File: src/design/lfs_defines.svh
`ifndef LFS_DEFINES_SVH
`define LFS_DEFINES_SVH

// Register addresses on the internal register port.
`define LFS_ADDR_GEN_HI      8'h30
`define LFS_ADDR_GEN_LO      8'h31
`define LFS_ADDR_GND_SHORT   8'h35
`define LFS_ADDR_STR_SHORT   8'h37
`define LFS_ADDR_LATCH_FIRST 8'h38
`define LFS_ADDR_LATCH_LAST  8'h43

// Field positions and sizes.
`define LFS_NUM_CH           8
`define LFS_NUM_GEN          12
`define LFS_NUM_LATCH        12
`define LFS_NUM_AUX          8
`define LFS_FS_GND_BIT       9
`define LFS_FS_STR_BIT       11
`define LFS_LATCH_GEN_LO     0
`define LFS_LATCH_GEN_HI     1
`define LFS_LATCH_GND        2
`define LFS_LATCH_STR        3
`define LFS_LATCH_AUX0       4

// Reset and unmapped read values.
`define LFS_REG_RESET        8'h00
`define LFS_UNMAPPED_DATA    8'h00

`endif

File: src/design/lfs_pkg.sv
`include "lfs_defines.svh"

package lfs_pkg;

	typedef struct packed {
		logic [`LFS_NUM_LATCH-1:0][7:0]	latched;
		logic [`LFS_NUM_GEN-1:0]		gen_fault;
		logic [`LFS_NUM_CH-1:0]			gnd_short_flag;
		logic [`LFS_NUM_CH-1:0]			string_short_flag;
		logic [7:0]						rd_data;
		logic							rd_valid;
		logic							init_halt;
		logic							fault_o;
		logic							fault_oe_n;
	} lfs_state_t;

	typedef struct packed {
		logic [`LFS_NUM_AUX-1:0][7:0]	aux_fault;
		logic [`LFS_NUM_GEN-1:0]		ext_fault;
		logic [`LFS_NUM_CH-1:0]			above_thresh;
		logic [`LFS_NUM_CH-1:0]			pin_at_gnd;
		logic							startup_active;
	} lfs_pins_t;

endpackage : lfs_pkg

File: src/design/lfs_sync.sv
`timescale 1ns/1ps
`default_nettype none

module lfs_sync #(
	parameter int WIDTH = 1
) (
	// Clock and reset.
	input  wire logic				ref_clk,
	input  wire logic				resetn,
	// Data.
	input  wire logic [WIDTH-1:0]	async_in,
	output logic [WIDTH-1:0]		sync_out
);

	logic [WIDTH-1:0]	meta;

	// The first stage feeds only the second stage.
	always_ff @(posedge ref_clk or negedge resetn) begin
		if (!resetn) begin
			meta     <= '0;
			sync_out <= '0;
		end else begin
			meta     <= async_in;
			sync_out <= meta;
		end
	end

endmodule // lfs_sync

`default_nettype wire

File: src/design/lfs_status_regs.sv
// Summary of operation
// - A channel's ground-short flag (bit 7 = channel 8 .. bit 0 = channel 1) sets when its pin stays at ground during startup.
// - Any ground-short flag seen during startup halts further initialization.
// - Any set ground-short flag raises general fault 10 (general status bit 9).
// - A channel's string-short flag (bit 7 = channel 8 .. bit 0 = channel 1) sets when its pin is above its threshold.
// - Any set string-short flag raises general fault 12 (general status bit 11).
// - The latched registers at 0x38 to 0x43 keep a record of every fault seen until read.
// - Reading a latched register returns its content and then clears every bit whose event is not present in that same cycle.
// - The ground-short and string-short registers are read only and reset to zero.
// - Any general fault pulls the open-drain fault alert pin low.
`timescale 1ns/1ps
`default_nettype none

`include "lfs_defines.svh"

module lfs_status_regs
	import lfs_pkg::*;
(
	// Clock and reset.
	input  wire logic						ref_clk,
	input  wire logic						resetn,
	// Analog fault comparators and power-on sequencer, asynchronous.
	input  wire logic						startup_active,
	input  wire logic [`LFS_NUM_CH-1:0]		pin_at_gnd,
	input  wire logic [`LFS_NUM_CH-1:0]		above_thresh,
	input  wire logic [`LFS_NUM_GEN-1:0]	ext_fault,
	input  wire logic [`LFS_NUM_AUX*8-1:0]	aux_fault,
	// Register read port from the serial interface logic.
	input  wire logic						reg_rd_req,
	input  wire logic [7:0]					reg_addr,
	output logic [7:0]						reg_rd_data,
	output logic							reg_rd_valid,
	// Sequencer control and fault alert pin.
	output logic							init_halt,
	output logic							fault_o,
	output logic							fault_oe_n
);

	lfs_pins_t	pins_raw;
	lfs_pins_t	pins;
	lfs_state_t	state;
	lfs_state_t	next_state;

	function automatic logic is_latched(input logic [7:0] addr);
		is_latched = (addr >= `LFS_ADDR_LATCH_FIRST) && (addr <= `LFS_ADDR_LATCH_LAST);
	endfunction

	function automatic logic [3:0] latch_index(input logic [7:0] addr);
		logic [7:0] diff;
		diff        = addr - `LFS_ADDR_LATCH_FIRST;
		latch_index = diff[3:0];
	endfunction

	assign pins_raw.startup_active = startup_active;
	assign pins_raw.pin_at_gnd     = pin_at_gnd;
	assign pins_raw.above_thresh   = above_thresh;
	assign pins_raw.ext_fault      = ext_fault;
	assign pins_raw.aux_fault      = aux_fault;

	lfs_sync #(
		.WIDTH($bits(lfs_pins_t))
	) u_sync (
		.ref_clk	(ref_clk),
		.resetn		(resetn),
		.async_in	(pins_raw),
		.sync_out	(pins)
	);

	logic [`LFS_NUM_LATCH-1:0][7:0]	latch_set;
	logic [`LFS_NUM_LATCH-1:0]		latch_clr;

	always_comb begin
		next_state = state;
		latch_set  = '0;
		// Ground-short flags are sticky, since the sequencer stops on them anyway.
		next_state.gnd_short_flag = state.gnd_short_flag
			| (pins.pin_at_gnd & {`LFS_NUM_CH{pins.startup_active}});
		next_state.string_short_flag = pins.above_thresh;
		next_state.init_halt = state.init_halt | (|next_state.gnd_short_flag);
		next_state.gen_fault = pins.ext_fault;
		next_state.gen_fault[`LFS_FS_GND_BIT] = pins.ext_fault[`LFS_FS_GND_BIT]
			| (|next_state.gnd_short_flag);
		next_state.gen_fault[`LFS_FS_STR_BIT] = pins.ext_fault[`LFS_FS_STR_BIT]
			| (|next_state.string_short_flag);
		next_state.fault_o    = 1'b0;
		next_state.fault_oe_n = ~(|next_state.gen_fault);

		// Read data is captured from the current value, then a latched register clears.
		next_state.rd_valid = reg_rd_req;
		next_state.rd_data  = state.rd_data;
		if (reg_rd_req) begin
			case (reg_addr)
				`LFS_ADDR_GEN_HI:    next_state.rd_data = {4'h0, state.gen_fault[11:8]};
				`LFS_ADDR_GEN_LO:    next_state.rd_data = state.gen_fault[7:0];
				`LFS_ADDR_GND_SHORT: next_state.rd_data = state.gnd_short_flag;
				`LFS_ADDR_STR_SHORT: next_state.rd_data = state.string_short_flag;
				default: begin
					if (is_latched(reg_addr)) begin
						next_state.rd_data = state.latched[latch_index(reg_addr)];
					end else begin
						next_state.rd_data = `LFS_UNMAPPED_DATA;
					end
				end
			endcase
		end

		// Event sources are taken in this same process, so the flag logic and the record never form a loop.
		latch_set[`LFS_LATCH_GEN_LO] = next_state.gen_fault[7:0];
		latch_set[`LFS_LATCH_GEN_HI] = {4'h0, next_state.gen_fault[11:8]};
		latch_set[`LFS_LATCH_GND]    = next_state.gnd_short_flag;
		latch_set[`LFS_LATCH_STR]    = next_state.string_short_flag;
		for (int i = 0; i < `LFS_NUM_AUX; i++) begin
			latch_set[`LFS_LATCH_AUX0 + i] = pins.aux_fault[i];
		end

		// A new event in the clearing cycle survives the clear.
		for (int i = 0; i < `LFS_NUM_LATCH; i++) begin
			latch_clr[i] = reg_rd_req && is_latched(reg_addr) && (latch_index(reg_addr) == 4'(i));
			next_state.latched[i] = (state.latched[i] & ~{8{latch_clr[i]}}) | latch_set[i];
		end
	end

	always_ff @(posedge ref_clk or negedge resetn) begin
		if (!resetn) begin
			state <= '{latched: '0, gen_fault: '0, gnd_short_flag: `LFS_REG_RESET,
				string_short_flag: `LFS_REG_RESET, rd_data: `LFS_REG_RESET, rd_valid: 1'b0,
				init_halt: 1'b0, fault_o: 1'b0, fault_oe_n: 1'b1};
		end else begin
			state <= next_state;
		end
	end

	assign reg_rd_data  = state.rd_data;
	assign reg_rd_valid = state.rd_valid;
	assign init_halt    = state.init_halt;
	assign fault_o      = state.fault_o;
	assign fault_oe_n   = state.fault_oe_n;

	property p_gnd_set;
		@(posedge ref_clk) disable iff (!resetn)
		(pins.startup_active && pins.pin_at_gnd != 8'h00) |=> ((state.gnd_short_flag & $past(pins.pin_at_gnd)) != 8'h00);
	endproperty
	a_gnd_set: assert property (p_gnd_set) else $error("ground-short flag not set");

	property p_halt;
		@(posedge ref_clk) disable iff (!resetn)
		(state.gnd_short_flag != 8'h00) |-> state.init_halt;
	endproperty
	a_halt: assert property (p_halt) else $error("init not halted on ground short");

	property p_fs10;
		@(posedge ref_clk) disable iff (!resetn)
		(state.gnd_short_flag != 8'h00) |-> state.gen_fault[9];
	endproperty
	a_fs10: assert property (p_fs10) else $error("general fault 10 missing");

	property p_str_follow;
		@(posedge ref_clk) disable iff (!resetn)
		##1 state.string_short_flag == $past(pins.above_thresh);
	endproperty
	a_str_follow: assert property (p_str_follow) else $error("string-short flag not live");

	property p_fs12;
		@(posedge ref_clk) disable iff (!resetn)
		(state.string_short_flag != 8'h00) |-> state.gen_fault[11];
	endproperty
	a_fs12: assert property (p_fs12) else $error("general fault 12 missing");

	property p_keep;
		@(posedge ref_clk) disable iff (!resetn)
		(!reg_rd_req && state.latched[2] != 8'h00) |=> ((state.latched[2] & $past(state.latched[2])) == $past(state.latched[2]));
	endproperty
	a_keep: assert property (p_keep) else $error("latched record lost without read");

	property p_rc;
		@(posedge ref_clk) disable iff (!resetn)
		(reg_rd_req && reg_addr == 8'h3B && pins.above_thresh == 8'h00)
			|=> (reg_rd_valid && reg_rd_data == $past(state.latched[3]) && state.latched[3] == 8'h00);
	endproperty
	a_rc: assert property (p_rc) else $error("latched read did not return then clear");

	property p_ro;
		@(posedge ref_clk) disable iff (!resetn)
		(reg_rd_req && reg_addr == 8'h35) |=> (reg_rd_valid && reg_rd_data == $past(state.gnd_short_flag));
	endproperty
	a_ro: assert property (p_ro) else $error("ground-short read wrong");

	property p_alert;
		@(posedge ref_clk) disable iff (!resetn)
		(state.gen_fault != 12'h000) |-> (!fault_oe_n && !fault_o);
	endproperty
	a_alert: assert property (p_alert) else $error("fault pin not pulled low");

	property p_alert_clear;
		@(posedge ref_clk) disable iff (!resetn)
		(state.gen_fault == 12'h000) |-> (fault_oe_n && !fault_o);
	endproperty
	a_alert_clear: assert property (p_alert_clear) else $error("fault pin pulled low without fault");

	property p_valid;
		@(posedge ref_clk) disable iff (!resetn)
		1'b1 |=> (reg_rd_valid == $past(reg_rd_req));
	endproperty
	a_valid: assert property (p_valid) else $error("read valid not one cycle after request");

	property p_gnd_sticky;
		@(posedge ref_clk) disable iff (!resetn)
		1'b1 |=> ((state.gnd_short_flag & $past(state.gnd_short_flag)) == $past(state.gnd_short_flag));
	endproperty
	a_gnd_sticky: assert property (p_gnd_sticky) else $error("ground-short flag dropped");

	property p_gnd_hold;
		@(posedge ref_clk) disable iff (!resetn)
		(!pins.startup_active) |=> (state.gnd_short_flag == $past(state.gnd_short_flag));
	endproperty
	a_gnd_hold: assert property (p_gnd_hold) else $error("ground-short flag set outside startup");

	property p_halt_sticky;
		@(posedge ref_clk) disable iff (!resetn)
		state.init_halt |=> state.init_halt;
	endproperty
	a_halt_sticky: assert property (p_halt_sticky) else $error("init halt released");

	property p_set_wins;
		@(posedge ref_clk) disable iff (!resetn)
		(state.gnd_short_flag != 8'h00) |=> ((state.latched[2] & $past(state.gnd_short_flag)) == $past(state.gnd_short_flag));
	endproperty
	a_set_wins: assert property (p_set_wins) else $error("standing ground fault cleared from record");

endmodule // lfs_status_regs

`default_nettype wire

File: config.mk
export PLATFORM = sky130hd
export DESIGN_NAME = lfs_status_regs
export DESIGN_NICKNAME = d
export VERILOG_FILES = /design/src/design/lfs_pkg.sv /design/src/design/lfs_sync.sv /design/src/design/lfs_status_regs.sv
export VERILOG_INCLUDE_DIRS = /design/src /design/src/design
export SDC_FILE = /design/constraint.sdc
export NUM_CORES = 1
export LEC_CHECK = 0
export BUFFER_PORTS_ARGS = -buffer_cell sky130_fd_sc_hd__buf_4
export CAP_MARGIN = 0
export CORE_AREA = 2 2 133 135
export CTS_CLUSTER_DIAMETER = 50
export DETAILED_ROUTE_END_ITERATION = 8
export DIE_AREA = 0 0 135 137
export HOLD_SLACK_MARGIN = 0.12
export PLACE_DENSITY = 0.83
export SLEW_MARGIN = 40
export SYNTH_ARGS = -nofsm -noshare
export SYNTH_HDL_FRONTEND = slang
export SYNTH_SLANG_ARGS = --single-unit
File: constraint.sdc
create_clock -name ref_clk -period 3.2 [get_ports ref_clk]
set_clock_uncertainty 0.15 [all_clocks]
set_input_delay 0.32 -clock ref_clk [delete_from_list [all_inputs] [get_ports ref_clk]]
set_output_delay 0.32 -clock ref_clk [all_outputs]
set_load 0.01 [all_outputs]
== Yosys cells after proc, flatten, opt, wreduce, memory -nomap -nowiden ==
Index checks and enable logic that the tools add are counted.

* Latch bits: 0
* Register bits after elaboration: 321
* Memories: 0
* Memory bits (writable): 0
* Bits in read-only memories: 0

* Shift operators: 0
* Divide/modulo/power cells: 0
* Reductions and logical operators: 18
* Bitwise operators: 42
* Equality and inequality tests: 15
* $add $sub $neg: 1
* Muxes and demuxes: 4
* $lt $le $gt $ge: 3
* Multipliers: 0

{| class="wikitable"
|+ Operator list
! kind !! number
|-
| AND 8 bit || 13
|-
| NOT 8 bit || 12
|-
| OR 8 bit || 12
|-
| binary-select mux 8 bit (select 4 bit) || 1
|-
| equality test 8 x 6 -> 1 bit (second input constant) || 4
|-
| one-hot mux 8 bit (4 select lines) || 1
|-
| equality test 4 x 3 -> 1 bit (second input constant) || 4
|-
| equality test 4 bit (second input constant) || 4
|-
| 2-to-1 mux 8 bit || 2
|-
| OR reduction 8 bit || 2
|-
| logical AND 1 bit || 14
|-
| OR reduction 12 bit || 1
|-
| equality test 4 x 2 -> 1 bit (second input constant) || 2
|-
| >= comparator 8 x 6 -> 1 bit (second input constant) || 1
|-
| <= comparator 8 x 7 -> 1 bit (second input constant) || 1
|-
| OR 8 x 4 -> 8 bit || 1
|-
| < comparator 4 x 5 -> 1 bit (second input constant) || 1
|-
| equality test 4 x 1 -> 1 bit (second input constant) || 1
|-
| logical NOT 4 bit || 1
|-
| subtractor 4 bit (second input constant) || 1
|-
| OR 1 bit || 3
|-
| NOT 1 bit || 1
|}

== Longest topological paths before layout ==
* Depth in word-level cells: 7
* Depth in mapped cells: 7
* Depth with buffers taken out: 4

== Modules after synthesis ==
Synthesis repeated with hierarchy kept, for this count alone.

* Cells, all modules: 612
* Area total of the unflattened synthesis: 10,437.5 µm²

{| class="wikitable"
|+ Modules (own cells, without submodules)
! module !! seq. area each (µm²) !! cells each !! area each (µm²) !! times used
|-
| lfs_status_regs || 3,379.5 || 426 || 5,783.0 || 1
|-
| lfs_sync || 4,654.5 || 186 || 4,654.5 || 1
|}

== Least setup slack after synthesis ==
No wires, ideal clock.

* Path kind: input-to-reg
* From: input reg_addr[0]
* To: register state (netlist bit reg_rd_data[3])
* Path buffers: 1
* Arrival: 1.501 ns
* Stages on the path: 5
* Library setup time: 0.126 ns
* Setup slack: 1.423 ns
* Path through: buf_4 > mux4_2 > mux2i_1 > a21oi_1 > a221o_1

* Longest elaborated chain between the ends: 5
* Elaborated cells on any way between the ends: 12
* Classes of those cells: add/sub: 1; order compare: 2; eq/ne: 4; mux: 4; reduce/logical: 1

{| class="wikitable"
|+ RTL lines
! what !! RTL line !! source
|-
| from (decl) || lfs_status_regs.sv:30 || <nowiki>input wire logic [7:0] reg_addr,</nowiki>
|-
| subtractor 4 bit (no line) || -- ||
|-
| binary-select mux 8 bit (select 4 bit) || lfs_status_regs.sv:99 || <nowiki>next_state.rd_data = state.latched[latch_index(reg_addr)];</nowiki>
|-
| 2-to-1 mux 8 bit (implied by the code) || lfs_status_regs.sv:99 ||
|-
| 2-to-1 mux 8 bit || lfs_status_regs.sv:98 || <nowiki>if (is_latched(reg_addr)) begin</nowiki>
|-
| one-hot mux 8 bit (4 select lines) * || lfs_status_regs.sv:92 || <nowiki>case (reg_addr)</nowiki>
|-
| to (signal assigned) || lfs_status_regs.sv:125 || <nowiki>state <= '{latched: '0, gen_fault: '0, gnd_short_flag: `LFS_REG_RESET,</nowiki>
|-
| to (signal assigned) || lfs_status_regs.sv:129 || <nowiki>state <= next_state;</nowiki>
|-
| to (decl) || lfs_status_regs.sv:41 || <nowiki>lfs_state_t state;</nowiki>
|}

Every way passes the cells marked *; elsewhere a longest branch is shown, timed or not. The select of a mux whose other input is x is not followed.
A chain may end at the register's enable or synchronous reset.

==> impl_metrics.toml <==
[routing]
vias = 6010
wl_per_cell_um = 23.0
dr.pass1.iters = 5
drt_iter0_markers = 530
wirelength_mm = 24.5
ant_nets = 0
via_per_inst = 5.63
route.detailed.drc = 0

[clock_network]
clockRootBuffer = "clkbuf_16"
cts.path.max_buffers = 3
cts.sinks = 321
clk_pin_slew_ns = 0.07
cts_max_level = 1
cts_buffers = 30
cts_tree = "yes"
worstSkewPairLatency_ns = 0.55
post_cts_buffers = 0

[global_route]
grt_pass1_vias = 6707
grt_usage = 0.281
grt_pass1_wl_mm = 38.2
grt_max_degree = 83
grt_overflow_total = 0
antenna_found_initial = 1

[sta]
finalHoldViolCount = 0
max_freq_mhz = 481
slew_headroom = 0.575
slew_viol_final = 0
tightest_slew_ns = 0.637
rsz0062_at_grt = "false"
min_period_ns = 2.08
fin_crit_sh = 0.650
tns_ns = 0
timing.final.setup_violations = 0

[power_and_ir_drop]
power_w = 0.00858
ir_drop_mv = 0.533
leakage_nw = 5.61
p_per_area_nw_per_um2 = 635

[setup_path]
cp_max_fo = 15
timing.rr.start = "state[103]"
path_class = "input pin to register"
cp.arrival_ns = 2.36
reg2reg_depth = 4
timing.reg2reg.setup_slack_ns = 1.22
crit_chain = "dlygate4sd3_1, buf_4, nor2b_1, and4_1, nand3_1, a21o_1"
critPathLaunchType = "input pin"
cpPeakStageDelay_ns = 0.53
slowest_stage = "dlygate4sd3_1"
r2r_end = "reg_rd_data[7]"
cp-end-kind = "register"
cp_data_required_time_ns = 3.48

[final_layout]
num_antenna_cells = 0
final_cell_mix = "dfrtp_1, buf_4, a21o_1"
final_common_cell = "dfrtp_1"
synthToLayoutAreaGrowth_pct = 29.4
final_cell_count_no_fill = 1068
nNetsFinal = 924
drive_above_1_share = 0.230

[worst_hold_path]
hold_end = "reg_rd_data[0]"
hold_start = "reg_addr[7]"
hold_class = "input pin to register"
min_delay_path_depth = 5

[die]
fp-row-count = 48
core_um2 = 17100
die_w_um = 135
ios = 116
die-area_um2 = 18500
start_util = 0.612
fp.dieH_um = 137

[placement]
dp_cells = 918
gp_congestion = 0.881
hpwl_mm = 13.9
portBuffers = 114

[synth]
synth-seq-cells = 321
synth_cells = 606
yosys_most_used_dff = "dfrtp_1"
yosys_warnings = 0
syn-num-nets = 710
synthesis.area_um2 = 10400
yosysSeqAreaShare = 0.769
synthArstFlopShare = 1.00
synth_area_per_cell_um2 = 17.2
synth_edf_count = 0
synth_cell_types = 52

[run_status]
status = "finished, final reports clean"

[run]
cap_violations = 0
==> cells in the mapped netlist, types with 4 or more instances <==
library cell / n / share of area
dfrtp_1: 320 / 0.77
a21o_1: 100 / 0.072
mux4_2: 17 / 0.037
nand2_1: 13 / 0.0047
buf_4: 12 / 0.0086
nor2_1: 12 / 0.0043
mux2i_1: 10 / 0.0096
buf_2: 9 / 0.0043
nor2b_1: 8 / 0.0048
clkbuf_1: 7 / 0.0025
nand3_1: 7 / 0.0034
nor4_1: 7 / 0.0042
mux4_1: 6 / 0.015
and2_1: 5 / 0.0030
a221o_1: 4 / 0.0038
mux2_1: 4 / 0.0043
nand2b_1: 4 / 0.0024
nor3_1: 4 / 0.0019
==> state kept, by name, indices dropped and copies added (netlist names) <==
register and flops:
u_sync.sync_out 93, u_sync.meta 93, fault_oe_n 1, reg_rd_valid 1, init_halt 1, reg_rd_data 8
state 124
==> where the power goes <==
group,internal (W),leakage [nW],switching [W]
logic,0.000211,1.60,0.000188
registers,0.00419,3.46,0.0000687
clock network,0.00241,0.553,0.00151
total,0.00681,5.61,0.00177
==> routing by layer <==
layer / routed length [um] / GRT usage / up-vias
met5: 0 / 0 / -
li1: - / - / 2568
met2: 12800 / 0.484 / 256
met3: 1550 / 0.0470 / 58
met4: 693 / 0.0856 / 0
met1: 9510 / 0.374 / 3128
==> cell families (layout without fill, tap and decap cells) <==
group / count (synthesis) / after routing / synth area share
AO/OA/AOI/OAI: 131 / 131 / 0.0966
buffers and inverters: 33 / 270 / 0.0205
flip-flops: 321 / 321 / 0.769
multiplexers: 40 / 40 / 0.0689
other: 1 / 1 / 0.000359
AND/OR/NAND/NOR: 80 / 80 / 0.0442
==> layout make-up <==
cell class,instances,area [um2]
Clock buffer,41,883
Clock inverter,14,224
Fill cell,906,3550
Inverter,1,3.75
Multi-Input combinational cell,252,2190
Sequential cell,321,8030
Tap cell,225,282
Timing Repair Buffer,214,1890
==> per-stage QoR <==
step                      hold WS (ns)   util  area [um2]  setup WS [ns]
final                            0.185  0.792       13500           1.12
after CTS                        0.160  0.792       13500           1.15
after floorplan                 -0.126      -       10400           1.42
after global placement           0.158  0.671       11500          0.905
after detailed placement         0.161  0.671       11500          0.867
after global routing             0.185  0.792       13500           1.02
==> timing repair <==
action                                 in CTS  in global routing
hold buffers                               95                  0
resized for setup                           0                  0
endpoints found under the hold margin     384                  0
==> worst max-delay path: cells and delay by family <==
family / cells / cell delay (ns)
simple gates: 3 / 0.95
buf+inv: 2 / 0.75
compound gates: 1 / 0.33
==> worst max path at each step <==
stage / startpoint / endpoint / slack (ns)
floorplan: reg_addr[0] / reg_rd_data[3] / 1.42
global placement: reg_addr[0] / reg_rd_data[7] / 0.91
detailed placement: reg_addr[0] / reg_rd_data[7] / 0.87
finish: reg_rd_req / state[103] / 1.12
CTS: reg_rd_req / state[103] / 1.15
global route: reg_rd_req / state[103] / 1.02
Power figures use the tool's default switching activity.
